===== src/include/rx_fifo_pkg.sv =====
// Constants, modes and carrier types for the receive data interface and FIFO
package rx_fifo_pkg;

    localparam int ADDR_W = 8;
    localparam int DATA_W = 16;

    // Register byte offsets
    localparam logic [ADDR_W-1:0] ADDR_CTRL = 8'h00;
    localparam logic [ADDR_W-1:0] ADDR_CMD = 8'h04;
    localparam logic [ADDR_W-1:0] ADDR_STATUS = 8'h08;
    localparam logic [ADDR_W-1:0] ADDR_PTRS = 8'h0c;

    // Command register bit positions
    localparam int CMD_ABORT_BIT = 0;
    localparam int CMD_EOM_FOUND_BIT = 1;

    // Strobe delay and length as right shifts of the measured period
    localparam int BIT_STROBE_DELAY_SHIFT = 4;
    localparam int CHIP_STROBE_DELAY_SHIFT = 3;
    localparam int STROBE_LEN_SHIFT = 1;

    typedef enum logic [2:0] {
        MODE_FIFO_PACKET = 3'h0,
        MODE_TRANSPARENT_PAYLOAD = 3'h1,
        MODE_CHIP_DATA_STROBE = 3'h2,
        MODE_MATCHED_FILTER = 3'h3,
        MODE_RAW_SLICER = 3'h4
    } rx_mode_type;

    typedef enum logic [2:0] {
        ST_IDLE = 3'b001,
        ST_WRITE = 3'b010,
        ST_LOCK = 3'b100
    } fifo_state_type;

    typedef struct packed {
        logic external_processing_enable;
        logic init_at_cycle_start;
        logic fifo_lock_enable;
        logic chip_strobe_en;
        logic chip_strobe_inv;
        logic payload_strobe_inv;
        rx_mode_type mode;
    } ctrl_type;

    localparam ctrl_type CTRL_RESET = 9'h000;

    // Signals from the digital receive chain
    typedef struct packed {
        logic active;
        logic frame_start;
        logic data_clk;
        logic data_bit;
        logic end_of_message;
        logic sync_lost;
        logic chip_bit;
        logic mf2_sign;
        logic mf1_out;
    } rx_chain_type;

    // Signals from the cycle controller
    typedef struct packed {
        logic self_polling;
        logic rssi_sample;
        logic rssi_in_window;
        logic wakeup_irq_en;
        logic enter_run_slave;
    } cycle_type;

    // Interrupt events of the framer
    typedef struct packed {
        logic frame_sync;
        logic message_id;
        logic end_of_message;
    } irq_src_type;

endpackage : rx_fifo_pkg

===== src/design/rx_data_interface_fifo.sv =====
// Receive data path: packet FIFO, transparent outputs, strobes and FIFO lock
//
// Operation
// [RULE_01] FIFO packet mode stores payload only and delivers it serially.
// [RULE_02] Transparent payload mode shows each payload bit with its strobe.
// [RULE_03] Decoded data and chip data outputs are low while receiver inactive.
// [RULE_04] Payload strobe starts T_BIT/16 after bit, lasts T_BIT/2, polarity selectable.
// [RULE_05] Chip mode drives chip stream out, optionally with estimated chip strobe.
// [RULE_06] Chip strobe starts T_CHIP/8 after chip, lasts T_CHIP/2, polarity selectable.
// [RULE_07] Matched filter mode outputs sign of two-chip matched filter.
// [RULE_08] Raw slicer mode outputs one-chip matched filter result.
// [RULE_09] RSSI inside window in self polling moves to run mode, may interrupt.
// [RULE_10] Host aborts bad data or reports end of message by command.
// [RULE_11] External processing blocks framer data, frame interrupts, timeouts, data wake-up.
// [RULE_12] Host disables timeouts and places external set last in on time.
// [RULE_13] FIFO used only in packet FIFO mode, 256 bits, bit addressable.
// [RULE_14] Host reads long packets early enough, counting extra leading bit.
// [RULE_15] Writing begins at frame start; write pointer advances per data clock.
// [RULE_16] Read pointer advances per bit read by the serial controller.
// [RULE_17] Both pointers wrap from 255 to zero.
// [RULE_18] Writing stops at end of message or sync loss.
// [RULE_19] With lock enabled, FIFO locks at end of message, blocking receive chain.
// [RULE_20] Lock released on full readout, lock bit cleared, or init at cycle start.
// [RULE_21] Write overtaking read sets overflow; frame start clears it and reinitialises.
// [RULE_22] Reset clears pointers, overflow and lock, outputs low.
// [RULE_23] Chip clock estimate only for constant chip rate, tightened by run-in.
//
// Added by the designer: the address map and the plain strobed port.
`timescale 1ns/1ps

module rx_data_interface_fifo #(
    parameter int DEPTH = 256,
    parameter int PERIOD_W = 16
) (
    // Clock and reset
    input wire logic i_clk_sys,
    input wire logic i_srst,
    // Register port
    input wire logic [rx_fifo_pkg::ADDR_W-1:0] i_reg_addr,
    input wire logic [rx_fifo_pkg::DATA_W-1:0] i_reg_wdata,
    input wire logic i_reg_wr,
    input wire logic i_reg_rd,
    output logic [rx_fifo_pkg::DATA_W-1:0] o_reg_rdata,
    // Receive chain and cycle controller
    input wire rx_fifo_pkg::rx_chain_type i_rx,
    input wire rx_fifo_pkg::cycle_type i_cyc,
    input wire rx_fifo_pkg::irq_src_type i_irq_src,
    // Serial FIFO readout
    input wire logic i_spi_sck,
    input wire logic i_spi_cs_n,
    input wire logic i_fifo_read_sel,
    output logic o_fifo_sdo,
    // Port pin data
    output logic o_decoded_data,
    output logic o_payload_strobe_out,
    output logic o_chip_stream_out,
    output logic o_chip_strobe_out,
    output logic o_matched_filter_data,
    output logic o_raw_slicer_data,
    // Control toward receive chain and cycle controller
    output logic o_framer_data_en,
    output logic o_rx_chain_block,
    output logic o_timeout_timer_disable,
    output logic o_wakeup_data_crit_disable,
    output logic o_goto_run_self_poll,
    output logic o_wakeup_irq,
    output logic o_frame_sync_irq,
    output logic o_message_id_irq,
    output logic o_eom_irq,
    output logic o_external_abort_command,
    output logic o_ext_eom_found
);
    import rx_fifo_pkg::*;

    localparam int PTR_W = $clog2(DEPTH);
    localparam logic [PTR_W-1:0] PTR_MAX = PTR_W'(DEPTH - 1);
    localparam logic [PTR_W:0] COUNT_FULL = (PTR_W + 1)'(DEPTH);
    localparam logic [PERIOD_W-1:0] PERIOD_SAT = '1;

    ctrl_type ctrl_ff;
    fifo_state_type state_ff;
    fifo_state_type nxt_state;
    logic mem [DEPTH];
    logic [PTR_W-1:0] wr_ptr_ff;
    logic [PTR_W-1:0] rd_ptr_ff;
    logic [PTR_W:0] count_ff;
    logic overflow_ff;
    logic sck_meta_ff;
    logic sck_sync_ff;
    logic sck_prev_ff;
    logic cs_n_meta_ff;
    logic cs_n_sync_ff;
    logic sck_fall;
    logic wr_evt;
    logic rd_evt;
    logic init_fifo;
    logic frame_ok;
    logic lock_release;
    logic chip_prev_ff;
    logic [1:0] ch_evt;
    logic [1:0] ch_free;
    logic [1:0] ch_win;
    logic mode_pof;
    logic mode_potp;
    logic mode_cds;

    assign mode_pof = (ctrl_ff.mode == MODE_FIFO_PACKET);
    assign mode_potp = (ctrl_ff.mode == MODE_TRANSPARENT_PAYLOAD);
    assign mode_cds = (ctrl_ff.mode == MODE_CHIP_DATA_STROBE);

    // Register writes
    always_ff @(posedge i_clk_sys) begin
        if (i_srst) begin
            ctrl_ff <= CTRL_RESET;
        end else if (i_reg_wr && (i_reg_addr == ADDR_CTRL)) begin
            ctrl_ff <= ctrl_type'(i_reg_wdata[$bits(ctrl_type)-1:0]);
        end
    end

    // [RULE_10] Host command pulses
    always_ff @(posedge i_clk_sys) begin
        if (i_srst) begin
            o_external_abort_command <= 1'b0;
            o_ext_eom_found <= 1'b0;
        end else begin
            o_external_abort_command <= i_reg_wr && (i_reg_addr == ADDR_CMD)
                && i_reg_wdata[CMD_ABORT_BIT];
            o_ext_eom_found <= i_reg_wr && (i_reg_addr == ADDR_CMD)
                && i_reg_wdata[CMD_EOM_FOUND_BIT];
        end
    end

    // Register reads, data one cycle after strobe
    always_ff @(posedge i_clk_sys) begin
        if (i_srst) begin
            o_reg_rdata <= '0;
        end else if (!i_reg_rd) begin
            o_reg_rdata <= '0;
        end else if (i_reg_addr == ADDR_CTRL) begin
            o_reg_rdata <= DATA_W'(ctrl_ff);
        end else if (i_reg_addr == ADDR_STATUS) begin
            o_reg_rdata <= DATA_W'({count_ff, state_ff, overflow_ff});
        end else if (i_reg_addr == ADDR_PTRS) begin
            o_reg_rdata <= DATA_W'({rd_ptr_ff, wr_ptr_ff});
        end else begin
            o_reg_rdata <= '0;
        end
    end

    // Serial clock and select synchronisers
    always_ff @(posedge i_clk_sys) begin
        if (i_srst) begin
            sck_meta_ff <= 1'b0;
            sck_sync_ff <= 1'b0;
            sck_prev_ff <= 1'b0;
            cs_n_meta_ff <= 1'b1;
            cs_n_sync_ff <= 1'b1;
        end else begin
            sck_meta_ff <= i_spi_sck;
            sck_sync_ff <= sck_meta_ff;
            sck_prev_ff <= sck_sync_ff;
            cs_n_meta_ff <= i_spi_cs_n;
            cs_n_sync_ff <= cs_n_meta_ff;
        end
    end

    assign sck_fall = sck_prev_ff && !sck_sync_ff;
    // [RULE_11] Framer input closed under external processing
    assign frame_ok = i_rx.frame_start && !ctrl_ff.external_processing_enable;
    // [RULE_13] Store only in packet FIFO mode
    assign wr_evt = (state_ff == ST_WRITE) && i_rx.data_clk && mode_pof;
    // [RULE_16] One read per falling serial clock
    assign rd_evt = sck_fall && !cs_n_sync_ff && i_fifo_read_sel && (count_ff != '0);
    // [RULE_21] Frame start after overflow, init at cycle start
    assign init_fifo = (frame_ok && overflow_ff && (state_ff != ST_LOCK))
        || (ctrl_ff.init_at_cycle_start && (i_cyc.enter_run_slave || o_goto_run_self_poll));
    // [RULE_20] Lock release conditions
    assign lock_release = (count_ff == '0) || !ctrl_ff.fifo_lock_enable || init_fifo;

    // FIFO state machine
    always_comb begin
        nxt_state = state_ff;
        case (state_ff)
            ST_IDLE: begin
                // [RULE_15] Writing starts at frame start
                if (frame_ok) begin
                    nxt_state = ST_WRITE;
                end
            end
            ST_WRITE: begin
                // [RULE_18] Stop on sync loss or end
                if (i_rx.sync_lost) begin
                    nxt_state = ST_IDLE;
                end else if (i_rx.end_of_message) begin
                    // [RULE_19] Lock at end of message
                    nxt_state = ctrl_ff.fifo_lock_enable ? ST_LOCK : ST_IDLE;
                end
            end
            ST_LOCK: begin
                if (lock_release) begin
                    nxt_state = ST_IDLE;
                end
            end
            default: begin
                nxt_state = ST_IDLE;
            end
        endcase
    end

    // [RULE_22] State and lock cleared on reset
    always_ff @(posedge i_clk_sys) begin
        if (i_srst) begin
            state_ff <= ST_IDLE;
            o_rx_chain_block <= 1'b0;
        end else begin
            state_ff <= nxt_state;
            o_rx_chain_block <= (nxt_state == ST_LOCK);
        end
    end

    // [RULE_13] Bit addressable store
    always_ff @(posedge i_clk_sys) begin
        if (wr_evt) begin
            mem[wr_ptr_ff] <= i_rx.data_bit;
        end
    end

    // [RULE_17] Pointers wrap at the top
    always_ff @(posedge i_clk_sys) begin
        if (i_srst || init_fifo) begin
            wr_ptr_ff <= '0;
            rd_ptr_ff <= '0;
        end else begin
            if (wr_evt) begin
                wr_ptr_ff <= (wr_ptr_ff == PTR_MAX) ? '0 : wr_ptr_ff + 1'b1;
            end
            if (rd_evt) begin
                rd_ptr_ff <= (rd_ptr_ff == PTR_MAX) ? '0 : rd_ptr_ff + 1'b1;
            end
        end
    end

    // Fill level, saturates when write overtakes read
    always_ff @(posedge i_clk_sys) begin
        if (i_srst || init_fifo) begin
            count_ff <= '0;
        end else if (wr_evt && !rd_evt && (count_ff != COUNT_FULL)) begin
            count_ff <= count_ff + 1'b1;
        end else if (rd_evt && !wr_evt) begin
            count_ff <= count_ff - 1'b1;
        end
    end

    // [RULE_21] Overflow flag
    always_ff @(posedge i_clk_sys) begin
        if (i_srst || init_fifo) begin
            overflow_ff <= 1'b0;
        end else if (wr_evt && !rd_evt && (count_ff == COUNT_FULL)) begin
            overflow_ff <= 1'b1;
        end
    end

    // [RULE_01] Serial payload delivery
    always_ff @(posedge i_clk_sys) begin
        if (i_srst) begin
            o_fifo_sdo <= 1'b0;
        end else if (rd_evt) begin
            o_fifo_sdo <= mem[rd_ptr_ff];
        end
    end

    always_ff @(posedge i_clk_sys) begin
        if (i_srst) begin
            chip_prev_ff <= 1'b0;
        end else begin
            chip_prev_ff <= i_rx.chip_bit;
        end
    end

    // Channel 0 payload bits, channel 1 chips
    assign ch_evt[0] = wr_evt || ((state_ff == ST_WRITE) && i_rx.data_clk && mode_potp);
    assign ch_evt[1] = i_rx.active && (i_rx.chip_bit != chip_prev_ff);
    assign ch_free[0] = 1'b0;
    assign ch_free[1] = 1'b1;

    // Period estimate and strobe window per channel
    for (genvar ch = 0; ch < 2; ch++) begin : g_strobe
        localparam int DSH = (ch == 0) ? BIT_STROBE_DELAY_SHIFT : CHIP_STROBE_DELAY_SHIFT;
        logic [PERIOD_W-1:0] gap_ff;
        logic [PERIOD_W-1:0] per_ff;
        logic [PERIOD_W-1:0] phase_ff;
        logic [PERIOD_W-1:0] start;

        assign start = per_ff >> DSH;
        assign ch_win[ch] = (per_ff != '0) && (phase_ff >= start)
            && (phase_ff < start + (per_ff >> STROBE_LEN_SHIFT));

        // [RULE_23] Bit period takes every interval, chip period only those under 1.5 periods; alternating run-in tightens it
        always_ff @(posedge i_clk_sys) begin
            if (i_srst) begin
                per_ff <= '0;
            end else if (ch_evt[ch] && (gap_ff != PERIOD_SAT) && (!ch_free[ch]
                    || (per_ff == '0) || (gap_ff < per_ff + (per_ff >> 1)))) begin
                per_ff <= gap_ff + 1'b1;
            end
        end

        always_ff @(posedge i_clk_sys) begin
            if (i_srst || ch_evt[ch]) begin
                gap_ff <= '0;
            end else if (gap_ff != PERIOD_SAT) begin
                gap_ff <= gap_ff + 1'b1;
            end
        end

        // Phase restarts at each real boundary, and on the chip channel also at each predicted one
        always_ff @(posedge i_clk_sys) begin
            if (i_srst || ch_evt[ch]) begin
                phase_ff <= '0;
            end else if (ch_free[ch] && (per_ff != '0) && (phase_ff == per_ff - 1'b1)) begin
                phase_ff <= '0;
            end else if (phase_ff != PERIOD_SAT) begin
                phase_ff <= phase_ff + 1'b1;
            end
        end
    end

    // [RULE_03] Port pin outputs, low while inactive
    always_ff @(posedge i_clk_sys) begin
        if (i_srst || !i_rx.active) begin
            o_decoded_data <= 1'b0;
            o_payload_strobe_out <= 1'b0;
            o_chip_stream_out <= 1'b0;
            o_chip_strobe_out <= 1'b0;
            o_matched_filter_data <= 1'b0;
            o_raw_slicer_data <= 1'b0;
        end else begin
            // [RULE_02] Payload bit on decoded data
            if (ch_evt[0] && mode_potp) begin
                o_decoded_data <= i_rx.data_bit;
            end
            // [RULE_04] Payload strobe window
            o_payload_strobe_out <= mode_potp && (ch_win[0] ^ ctrl_ff.payload_strobe_inv);
            // [RULE_05] Chip stream passed through
            o_chip_stream_out <= mode_cds && i_rx.chip_bit;
            // [RULE_06] Chip strobe window
            o_chip_strobe_out <= mode_cds && ctrl_ff.chip_strobe_en
                && (ch_win[1] ^ ctrl_ff.chip_strobe_inv);
            // [RULE_07] Two-chip filter sign
            o_matched_filter_data <= (ctrl_ff.mode == MODE_MATCHED_FILTER) && i_rx.mf2_sign;
            // [RULE_08] One-chip filter result
            o_raw_slicer_data <= (ctrl_ff.mode == MODE_RAW_SLICER) && i_rx.mf1_out;
        end
    end

    // [RULE_11] External processing suppression
    always_ff @(posedge i_clk_sys) begin
        if (i_srst) begin
            o_framer_data_en <= 1'b0;
            o_timeout_timer_disable <= 1'b0;
            o_wakeup_data_crit_disable <= 1'b0;
            o_frame_sync_irq <= 1'b0;
            o_message_id_irq <= 1'b0;
            o_eom_irq <= 1'b0;
        end else begin
            o_framer_data_en <= !ctrl_ff.external_processing_enable && (nxt_state != ST_LOCK);
            o_timeout_timer_disable <= ctrl_ff.external_processing_enable;
            o_wakeup_data_crit_disable <= ctrl_ff.external_processing_enable;
            o_frame_sync_irq <= i_irq_src.frame_sync && !ctrl_ff.external_processing_enable;
            o_message_id_irq <= i_irq_src.message_id && !ctrl_ff.external_processing_enable;
            o_eom_irq <= i_irq_src.end_of_message && !ctrl_ff.external_processing_enable;
        end
    end

    // [RULE_09] Wake-up on signal strength
    always_ff @(posedge i_clk_sys) begin
        if (i_srst) begin
            o_goto_run_self_poll <= 1'b0;
            o_wakeup_irq <= 1'b0;
        end else begin
            o_goto_run_self_poll <= i_cyc.self_polling && i_cyc.rssi_sample
                && i_cyc.rssi_in_window;
            o_wakeup_irq <= i_cyc.self_polling && i_cyc.rssi_sample
                && i_cyc.rssi_in_window && i_cyc.wakeup_irq_en;
        end
    end

    property p_wr_step;
        @(posedge i_clk_sys) disable iff (i_srst)
        (wr_evt && !init_fifo) |=>
            (wr_ptr_ff == (($past(wr_ptr_ff) == PTR_MAX) ? '0 : $past(wr_ptr_ff) + 1'b1));
    endproperty
    a_wr_step: assert property (p_wr_step) else $error("write pointer step wrong"); // [RULE_15]

    property p_rd_step;
        @(posedge i_clk_sys) disable iff (i_srst)
        (rd_evt && !init_fifo) |=> (rd_ptr_ff != $past(rd_ptr_ff)) && !$stable(count_ff | {
            (PTR_W + 1){wr_evt}});
    endproperty
    a_rd_step: assert property (p_rd_step) else $error("read pointer did not advance"); // [RULE_16]

    property p_wrap;
        @(posedge i_clk_sys) disable iff (i_srst)
        (wr_evt && !init_fifo && (wr_ptr_ff == PTR_MAX)) |=> (wr_ptr_ff == '0);
    endproperty
    a_wrap: assert property (p_wrap) else $error("write pointer did not wrap"); // [RULE_17]

    property p_stop;
        @(posedge i_clk_sys) disable iff (i_srst)
        ((state_ff == ST_WRITE) && i_rx.sync_lost) ##1 (!frame_ok && !init_fifo)
            |=> $stable(wr_ptr_ff);
    endproperty
    a_stop: assert property (p_stop) else $error("write continued after sync loss"); // [RULE_18]

    property p_lock;
        @(posedge i_clk_sys) disable iff (i_srst)
        ((state_ff == ST_WRITE) && i_rx.end_of_message && !i_rx.sync_lost
            && ctrl_ff.fifo_lock_enable) |=> o_rx_chain_block && !o_framer_data_en[*1];
    endproperty
    a_lock: assert property (p_lock) else $error("lock not taken at end of message"); // [RULE_19]

    property p_release;
        @(posedge i_clk_sys) disable iff (i_srst)
        ((state_ff == ST_LOCK) && !ctrl_ff.fifo_lock_enable) |=> !o_rx_chain_block;
    endproperty
    a_release: assert property (p_release) else $error("lock held after lock bit cleared"); // [RULE_20]

    property p_overflow;
        @(posedge i_clk_sys) disable iff (i_srst)
        (wr_evt && !rd_evt && !init_fifo && (count_ff == COUNT_FULL)) |=> overflow_ff;
    endproperty
    a_overflow: assert property (p_overflow) else $error("overflow not flagged"); // [RULE_21]

    property p_reset;
        @(posedge i_clk_sys)
        i_srst |=> (wr_ptr_ff == '0) && (rd_ptr_ff == '0) && !overflow_ff && !o_rx_chain_block
            && !o_decoded_data && !o_chip_strobe_out;
    endproperty
    a_reset: assert property (p_reset) else $error("reset state wrong"); // [RULE_22]

    property p_inactive;
        @(posedge i_clk_sys) disable iff (i_srst)
        !i_rx.active |=> !o_decoded_data && !o_chip_stream_out;
    endproperty
    a_inactive: assert property (p_inactive) else $error("data line high while inactive"); // [RULE_03]

    property p_chip_pass;
        @(posedge i_clk_sys) disable iff (i_srst)
        (i_rx.active && mode_cds) |=> (o_chip_stream_out == $past(i_rx.chip_bit));
    endproperty
    a_chip_pass: assert property (p_chip_pass) else $error("chip stream not passed"); // [RULE_05]

    property p_ext_block;
        @(posedge i_clk_sys) disable iff (i_srst)
        ctrl_ff.external_processing_enable |=> !o_frame_sync_irq && !o_eom_irq
            && !o_framer_data_en && o_timeout_timer_disable;
    endproperty
    a_ext_block: assert property (p_ext_block) else $error("frame events not suppressed"); // [RULE_11]

    property p_abort;
        @(posedge i_clk_sys) disable iff (i_srst)
        (i_reg_wr && (i_reg_addr == ADDR_CMD) && i_reg_wdata[CMD_ABORT_BIT])
            |=> o_external_abort_command ##1 !o_external_abort_command || $past(i_reg_wr);
    endproperty
    a_abort: assert property (p_abort) else $error("abort command not pulsed"); // [RULE_10]

endmodule : rx_data_interface_fifo


===== config.mk =====
export PLATFORM = sky130hd
export DESIGN_NAME = rx_data_interface_fifo
export DESIGN_NICKNAME = d
export VERILOG_FILES = /design/src/include/rx_fifo_pkg.sv /design/src/design/rx_data_interface_fifo.sv
export SDC_FILE = /design/constraint.sdc
export NUM_CORES = 1
export LEC_CHECK = 0
export BUFFER_PORTS_ARGS = -buffer_cell sky130_fd_sc_hd__buf_4
export CAP_MARGIN = 10
export CORE_MARGIN = 4
export CORE_UTILIZATION = 30
export CTS_BUF_LIST = sky130_fd_sc_hd__clkbuf_16
export DETAILED_ROUTE_END_ITERATION = 8
export PLACE_DENSITY = 0.43
export REMOVE_ABC_BUFFERS = 1
export SYNTH_ARGS = -nofsm -noshare
export SYNTH_HDL_FRONTEND = slang
export SYNTH_SLANG_ARGS = --single-unit

===== constraint.sdc =====
create_clock -name i_clk_sys -period 4.55 [get_ports i_clk_sys]
set_input_delay 0.455 -clock i_clk_sys [delete_from_list [all_inputs] [get_ports i_clk_sys]]
set_output_delay 0.455 -clock i_clk_sys [all_outputs]
set_load 0.01 [all_outputs]

==> flow_summary.yaml, run 1 <==
run_status:
  status: "complete, no violations"
finish:
  layout_commonest_cell: "nor2_1"
  multi_input_area_um2: 10600
  final_cell_area_um2: 25500
  fillers: 7538
  final_cell_mix: "nor2_1, edfxtp_1, dfxtp_1"
  area_delta_synth_final_pct: 13.6
  drive_above_1_share: 0.122
  final_core_util: 0.344
  n_antenna_cell: 0
  ff_latch_area_um2: 11200
  layout.nets: 2356
global_route:
  grtUsageTotal: 0.153
  grt_pass1_vias: 15980
  antenna_found_initial: 0
  grt_overflow: 0
  grt_pass1_wl_um: 95100
  grt_max_degree: 154
min_path:
  hold_path.class: "primary input to register"
route:
  wl_met2_um: 27500
  drc: 0
  routed.top_layer: "met4"
  num_vias: 15942
  avgViaCountPerCell: 5.03
  drtIter0Drc: 969
  drt-pass1-iter-count: 5
  drt-total-wl_um: 60900
  antenna_left: 0
  wl_per_cell_um: 19.2
  wl_met3_um: 3340
  met1_length_um: 29100
timing:
  rsz0062_at_grt: "false"
  final_max_slew_viol_count: 0
  setup_viol_count_final: 0
  clock_skew_ps: 32.2
  tightest_slew_ps: 1200
  relSlewSlack: 0.199
  hold_viol: 0
  period_share: 0.926
  max_freq_mhz: 237
  period_minus_slack_ps: 4210
logic_synthesis:
  yosys_warnings: 0
  syn_area_um2: 22500
  syn_avg_cell_area_um2: 10.6
  yosysUniqueCellTypes: 75
  synth.area.top_cells: "edfxtp_1, dfxtp_1, ha_1"
  synth-edff-count: 256
  ys_ff_latch: 429
  ys_async_sr_fraction: 0
  synth_top_area_frac: 0.342
  ys.flop_type: "edfxtp_1"
  ys_seq_area_frac: 0.496
  yosys.area.top_type: "edfxtp_1"
  syn_inst: 2111
placed_design:
  place_congestion: 0.801
  portBuffers: 74
  hpwl_um: 40200
  place_area_um2: 24000
pwr:
  p_leak_uw: 0.00890
  clkPwrFrac: 0.449
  power_density_nw_per_um2: 322
  peakVddDrop_mv: 0.264
  pwr-share-seq: 0.505
  combPwrFrac: 0.046
  switching_power_uw: 1900
  finalPower_uw: 8230
  internal_power_uw: 6330
  swShare: 0.231
die:
  initial_utilization: 0.302
  core_area_um2: 74300
  die_h_um: 282
  die-area_um2: 79400
  io_pins: 82
  die_w_um: 282
  rows: 100
setup_path:
  critPathCaptureType: "register"
  critPathRequiredTime_ps: 5070
  startpoint_type: "register"
  crit_arrival_ps: 4740
  worst-setup-path-type: "register to register"
  worstPathMaxFanout: 23
clock_tree:
  clk_path_buf_depth: 3
  holdBufCountCts: 0
  cts_tree: "yes"
  root_buffer: "clkbuf_16"
  htree_levels: 2
  cts.sinks: 429
  numCtsBuffers: 50
  insertion_delay_ps: 610
  cts.clk_slew.worst_paths_ps: 60
  cts_resized: 0
  cts_setup_buffers: 0
flow_run:
  cap_violations: 0
## layer usage
| layer | up-vias | track usage |
|---|---|---|
| met3 | 60 | 0.0311 |
| met1 | 7815 | 0.215 |
| li1 | 7754 | - |
| met2 | 313 | 0.245 |
| met4 | 0 | 0.0340 |
| met5 | - | 0 |
## power by group through the flow
| stage | sequential (µW) | clock [µW] | combinational, µW |
|---|---|---|---|
| after floorplan | 4230 | 0 | 210 |
| after global placement | 4240 | 0 | 373 |
| after detailed placement | 4240 | 0 | 378 |
| after CTS | 4160 | 3820 | 381 |
| after global routing | 4160 | 3970 | 422 |
| final | 4160 | 3690 | 377 |
## state kept, by name, indices dropped and copies added, names as in the netlist, 3 cells and up
name / count
count_ff: 9
ctrl_ff: 9
g_strobe.gap_ff: 32
g_strobe.per_ff: 32
g_strobe.phase_ff: 32
mem: 256
o_reg_rdata: 16
rd_ptr_ff: 8
state_ff: 3
wr_ptr_ff: 8
## cells in the mapped netlist (all sizes together), types with 19 or more instances
cell    count
a211oi     28
a21o       21
a21oi     101
and3       19
buf        38
clkbuf     70
dfxtp     173
edfxtp    256
ha        143
inv        60
mux2i      60
mux4       52
nand2     126
nand2b     22
nand3      56
nand4      29
nor2      412
nor3       44
o21ai      47
xnor2      57
xor2       73
## cell families (layout without fill, tap and decap cells)
| group | Yosys count | in the layout | share of synthesized area |
|---|---|---|---|
| buf+inv | 168 | 257 | 0.0315 |
| compound gates | 319 | 319 | 0.0941 |
| flops | 429 | 429 | 0.496 |
| fa+ha+maj | 147 | 147 | 0.0832 |
| mux | 115 | 115 | 0.0803 |
| xor+xnor | 130 | 130 | 0.0507 |
| simple gates | 803 | 803 | 0.164 |
## path summary, 6_finish.rpt
| check | startpoint | slack, ps | cells past startpoint | endpoint |
|---|---|---|---|---|
| hold / removal | i_spi_cs_n | 40 | 2 | cs_n_meta_ff |
| hold reg to reg | cs_n_meta_ff | 410 | 1 | cs_n_sync_ff |
| setup reg to reg | g_strobe[1].per_ff[1] | 340 | 20 | g_strobe[1].per_ff[0] |
| setup / recovery | g_strobe[1].per_ff[1] | 340 | 20 | g_strobe[1].per_ff[0] |
## cell type report
| type | instances | share of cell area |
|---|---|---|
| clock buffer | 50 | 0.0490 |
| clock inverter | 41 | 0.00916 |
| inverter | 60 | 0.00882 |
| multi-input combinational | 1514 | 0.416 |
| sequential | 429 | 0.437 |
| tap | 969 | 0.0475 |
| timing repair buffer | 106 | 0.0323 |
## critical path, cell delays in order (launching register included)
cell,delay (ps)
dfxtp_1,320
inv_1,90
ha_1,320
a211o_1,290
o211ai_1,140
nand2_1,100
a221oi_1,270
buf_4,170
nand2b_1,50
a21oi_1,160
xor2_1,180
ha_1,270
a21o_1,180
a21o_1,170
a211oi_1,250
o21ai_1,110
a221oi_1,320
o211ai_1,200
buf_12,210
or2_1,210
a21oi_1,110
## metrics by stage
stage          worst slack (ps)  TNS, ps  std cells  hold WS [ps]
2_1_floorplan              -214     -598       2003           389
3_3_place_gp                268        0       3078           394
3_5_place_dp                254        0       3078           397
4_1_cts                     199        0       3169          7.60
5_1_grt                    18.4        0       3169          19.0
6_report                    338        0       3169          44.9
Note: power is estimated with default switching activity, not from simulation.
==> run 2, diff against run 1 <==
- MAX_ROUTING_LAYER: unset -> met4
- PLACE_DENSITY: 0.43 -> 0.42
==> flow_summary.yaml, run 2 (synthesis gave the netlist of run 1 again) <==
timing:
  holdWs_ps: 50.8
  final_max_slew_viol_count: 0
  period_share: 0.922
  period_minus_slack_ps: 4200
  clock_skew_ps: 22.8
  setup_viol_count_final: 0
  fin_tns_setup_ps: 0
  worst_slack_ps: 355
  rsz0062_at_grt: "true"
  tightest_slew_ps: 1190
  max_freq_mhz: 238
  relSlewSlack: 0.206
  hold_viol: 0
die:
  io_pins: 82
  die-area_um2: 79400
  rows: 100
  die_w_um: 282
  initial_utilization: 0.302
  core_area_um2: 74300
  die_h_um: 282
global_route:
  grtUsageTotal: 0.161
  antenna_found_initial: 0
  grt_max_degree: 155
  grt_overflow: 0
  grt_pass1_wl_um: 96700
  grt_pass1_vias: 16094
finish:
  multi_input_area_um2: 10600
  ff_latch_area_um2: 11200
  largest_reg_flops: 256
  n_antenna_cell: 0
  final_cell_mix: "nor2_1, edfxtp_1, dfxtp_1"
  final_cell_area_um2: 25600
  area_delta_synth_final_pct: 14.0
  drive_above_1_share: 0.124
  largest_register: "mem"
  layout_commonest_cell: "nor2_1"
  layout.nets: 2363
  final_core_util: 0.345
  fillers: 7592
pwr:
  pwr-share-seq: 0.503
  p_leak_uw: 0.00892
  combPwrFrac: 0.047
  switching_power_uw: 1900
  power_density_nw_per_um2: 322
  peakVddDrop_mv: 0.300
  internal_power_uw: 6370
  clkPwrFrac: 0.450
  swShare: 0.230
run_status:
  status: "complete, no violations"
setup_path:
  worstPathMaxFanout: 23
  critPathCaptureType: "register"
  worst-setup-path-type: "register to register"
  critPathRequiredTime_ps: 5000
  startpoint_type: "register"
  crit_arrival_ps: 4650
clock_tree:
  holdBufCountCts: 0
  insertion_delay_ps: 600
  root_buffer: "clkbuf_16"
  htree_levels: 2
  cts.clk_slew.worst_paths_ps: 60
  cts_tree: "yes"
  cts.sinks: 429
  numCtsBuffers: 50
  clk_path_buf_depth: 3
route:
  drt-total-wl_um: 62500
  drt-pass1-iter-count: 7
  drtIter0Drc: 945
  drc: 0
  wl_per_cell_um: 19.7
  antenna_left: 0
  num_vias: 16083
  avgViaCountPerCell: 5.06
min_path:
  hold_path.class: "primary input to register"
flow_run:
  cap_violations: 0
placed_design:
  portBuffers: 74
  pre_cts_ws_ps: 313
  place_congestion: 0.776
  hpwl_um: 41100
  place_area_um2: 24100
[run 2: power by group through the flow]
stage	Sequential [µW]	Clock [µW]	Combinational, µW
6_report	4160	3720	385
3_5_place_dp	4240	0	385
2_1_floorplan	4230	0	210
5_1_grt	4160	4010	432
4_1_cts	4160	3870	388
3_3_place_gp	4240	0	379
[run 2: final timing paths]
check / endpoint / from / depth (start not counted) / slack (ps)
setup / recovery: g_strobe[1].per_ff[1] / g_strobe[1].per_ff[1] / 21 / 350
hold / removal: cs_n_meta_ff / i_spi_cs_n / 2 / 50
setup reg to reg: g_strobe[1].per_ff[1] / g_strobe[1].per_ff[1] / 21 / 350
hold reg to reg: cs_n_sync_ff / cs_n_meta_ff / 1 / 410
[run 2: final cells by class]
cell class / instances / area share
Sequential cell: 429 / 0.435
Multi-Input combinational cell: 1514 / 0.415
Clock buffer: 51 / 0.0498
Tap cell: 969 / 0.0473
Timing Repair Buffer: 113 / 0.0352
Inverter: 60 / 0.00879
Clock inverter: 42 / 0.00869
[run 2: per-layer routing]
metal  vias to the layer above  GRT usage  wire length [µm]
met4                         0     0.0301              1000
met5                         -          -                 0
met3                        73     0.0309              3090
li1                       7759          -                 -
met1                      7954      0.214             29500
met2                       297      0.261             28900
[run 2: through the flow]
| step | instances | total power, µW |
|---|---|---|
| after detailed placement | 3085 | 4630 |
| final | 3178 | 8260 |
| after global routing | 3178 | 8600 |
| after global placement | 3085 | 4620 |
| after CTS | 3178 | 8420 |
| after floorplan | 2003 | 4440 |
[run 2: what timing repair did]
action / in CTS / in global routing
setup buffers: 0 / 0
setup endpoints to repair: 0 / 10
resized for setup: 0 / 5
[run 2: critical path, stage by stage (launching register included)]
cell,delay (ps)
dfxtp_1,340
buf_4,140
ha_1,190
inv_1,70
fa_1,400
nor2b_1,140
o21ai_1,90
a21boi_1,230
o41ai_1,100
buf_4,150
o2111ai_1,240
a31o_1,190
a21oi_1,70
xor2_1,150
ha_1,310
nand4_1,90
nor3_1,270
a221oi_2,110
o211ai_1,320
buf_12,210
mux2i_1,190
nor2_1,50
==> run 3, diff against run 2 <==
- CORE_MARGIN: 4 -> 3
- CTS_BUF_LIST: sky130_fd_sc_hd__clkbuf_16 -> sky130_fd_sc_hd__clkbuf_4
==> flow_summary.yaml, run 3 (synthesis gave the netlist of run 1 again) <==
global_route:
  grt_pass1_vias: 16713
  antenna_found_initial: 3
  grt_overflow: 0
  grt_max_degree: 143
  grtUsageTotal: 0.164
  grt_pass1_wl_um: 96900
pwr:
  finalPower_uw: 8300
  p_leak_uw: 0.00925
  peakVddDrop_mv: 0.157
  power_density_nw_per_um2: 318
setup_path:
  reg2regPathDepth: 18
  crit_arrival_ps: 4990
  r2r-start: "g_strobe[0].per_ff[4]"
  r2r_setup_slack_ps: 390
  path_depth: 18
  cp_top_family: "compound AO/OA/AOI/OAI gates"
  worst-setup-path-type: "register to register"
  worstSetupEndpoint: "o_payload_strobe_out"
  worstPathMaxFanout: 5
  critPathCaptureType: "register"
  startpoint_type: "register"
  crit_path_max_incr_delay_ps: 420
  critPathRequiredTime_ps: 5380
  rr_endpoint: "o_payload_strobe_out"
  slowest_stage: "fa_1"
  path_cells: "ha_1 > fa_1 > a21o_1 > a21oi_1 > nor2b_1 > o21a_1 > o211a_1 > o21ai_1 > a2111oi_0 > xnor2_1 > ha_1 > nor2b_1 > o21ai_0 > nand2_1 > a211oi_1 > nand3_1 > or3_1 > a21oi_1"
  path_buf_inv: 0
  crit_path_start: "g_strobe[0].per_ff[4]"
route:
  drt-total-wl_um: 62400
  drc: 0
  drtIter0Drc: 1057
  wl_per_cell_um: 18.7
  drt-pass1-iter-count: 5
  num_vias: 16561
  antenna_left: 0
  avgViaCountPerCell: 4.97
finish:
  finalNonFillerCells: 3331
  layout.nets: 2462
  area_delta_synth_final_pct: 16.1
  ff_latch_area_um2: 11200
  multi_input_area_um2: 10700
  largest_reg_flops: 256
  final_cell_mix: "nor2_1, edfxtp_1, clkbuf_4"
  largest_register: "mem"
  drive_above_1_share: 0.173
  final_cell_area_um2: 26100
  layout_commonest_cell: "nor2_1"
  fillers: 7563
placed_design:
  hpwl_um: 40400
  place_area_um2: 24000
  dp.cells: 3069
  place_congestion: 0.800
  pre_cts_ws_ps: 169
  portBuffers: 74
clock_tree:
  htree_levels: 3
  cts.clk_slew.worst_paths_ps: 60
  insertion_delay_ps: 900
  numCtsBuffers: 120
  cts_tree: "yes"
  cts_setup_buffers: 0
  cts.sinks: 429
  root_buffer: "clkbuf_4"
  clk_path_buf_depth: 3
timing:
  worst_slack_ps: 392
  clock_skew_ps: 70.7
  relSlewSlack: 0.184
  period_share: 0.914
  setup_viol_count_final: 0
  period_minus_slack_ps: 4160
  max_freq_mhz: 240
  rsz0062_at_grt: "false"
  final_max_slew_viol_count: 0
  hold_viol: 0
  tightest_slew_ps: 1220
  holdWs_ps: 118
die:
  die-area_um2: 78200
  rows: 99
  die_w_um: 280
  io_pins: 82
  core_area_um2: 73600
  die_h_um: 280
  initial_utilization: 0.305
min_path:
  hold_path.class: "primary input to register"
  hp-start: "i_reg_rd"
run_status:
  status: "complete, no violations"
flow_run:
  cap_violations: 0
-- run 3: cell count changes in the layout (fill, tap and decap cells not counted), sizes merged --
cell and change:
clkbuf +142, dlygate4sd3 +35, inv -19, diode +8
buf -6, clkinv +4, clkinvlp -3, bufinv +2
-- run 3: metrics by stage --
step	util	setup TNS (ps)
after floorplan	-	-598
after global placement	0.327	0
after detailed placement	0.327	0
after CTS	0.354	0
after global routing	0.354	0
final	0.355	0
-- run 3: layout make-up --
| cell class | count | share of cell area |
|---|---|---|
| well taps | 959 | 0.0460 |
| diodes | 8 | 0.000767 |
| flip-flops and latches | 429 | 0.428 |
| multi-input cells | 1514 | 0.408 |
| clock buffers | 193 | 0.0555 |
| inverters | 60 | 0.00863 |
| repair buffers | 142 | 0.0458 |
| clock inverters | 26 | 0.00753 |
-- run 3: worst min path at each step --
| stage | cells past startpoint | endpoint | slack (ps) |
|---|---|---|---|
| floorplan | 1 | cs_n_sync_ff | 390 |
| global route | 3 | o_reg_rdata[1] | 110 |
| detailed placement | 1 | cs_n_sync_ff | 400 |
| CTS | 3 | o_reg_rdata[7] | 1 |
| finish | 3 | o_reg_rdata[7] | 120 |
| global placement | 1 | cs_n_sync_ff | 400 |
-- run 3: routing by layer --
| layer | track usage | up-vias | wire length (µm) | share of wire |
|---|---|---|---|---|
| met5 | - | - | 0 | 0 |
| met4 | 0.0438 | 0 | 1170 | 0.019 |
| met3 | 0.0357 | 95 | 3490 | 0.056 |
| met2 | 0.251 | 394 | 28000 | 0.45 |
| met1 | 0.220 | 8033 | 29800 | 0.48 |
| li1 | - | 8039 | - | - |
-- run 3: tightest hold or removal path: stages --
cell     delay (ps)
buf_4           120
nand3_1         330
a21oi_1          70
-- run 3: what timing repair did --
| action | CTS | global route |
|---|---|---|
| gates resized for setup | 0 | 7 |
| hold buffers | 35 | 0 |
| hold endpoints to repair | 41 | 0 |
| setup endpoints to repair | 0 | 18 |
-- run 3: report_power, final --
group          switching [µW]  leakage (µW)  internal [µW]
sequential               26.1       0.00370           4130
clock                    1660      0.000983           2080
combinational             236       0.00457            172
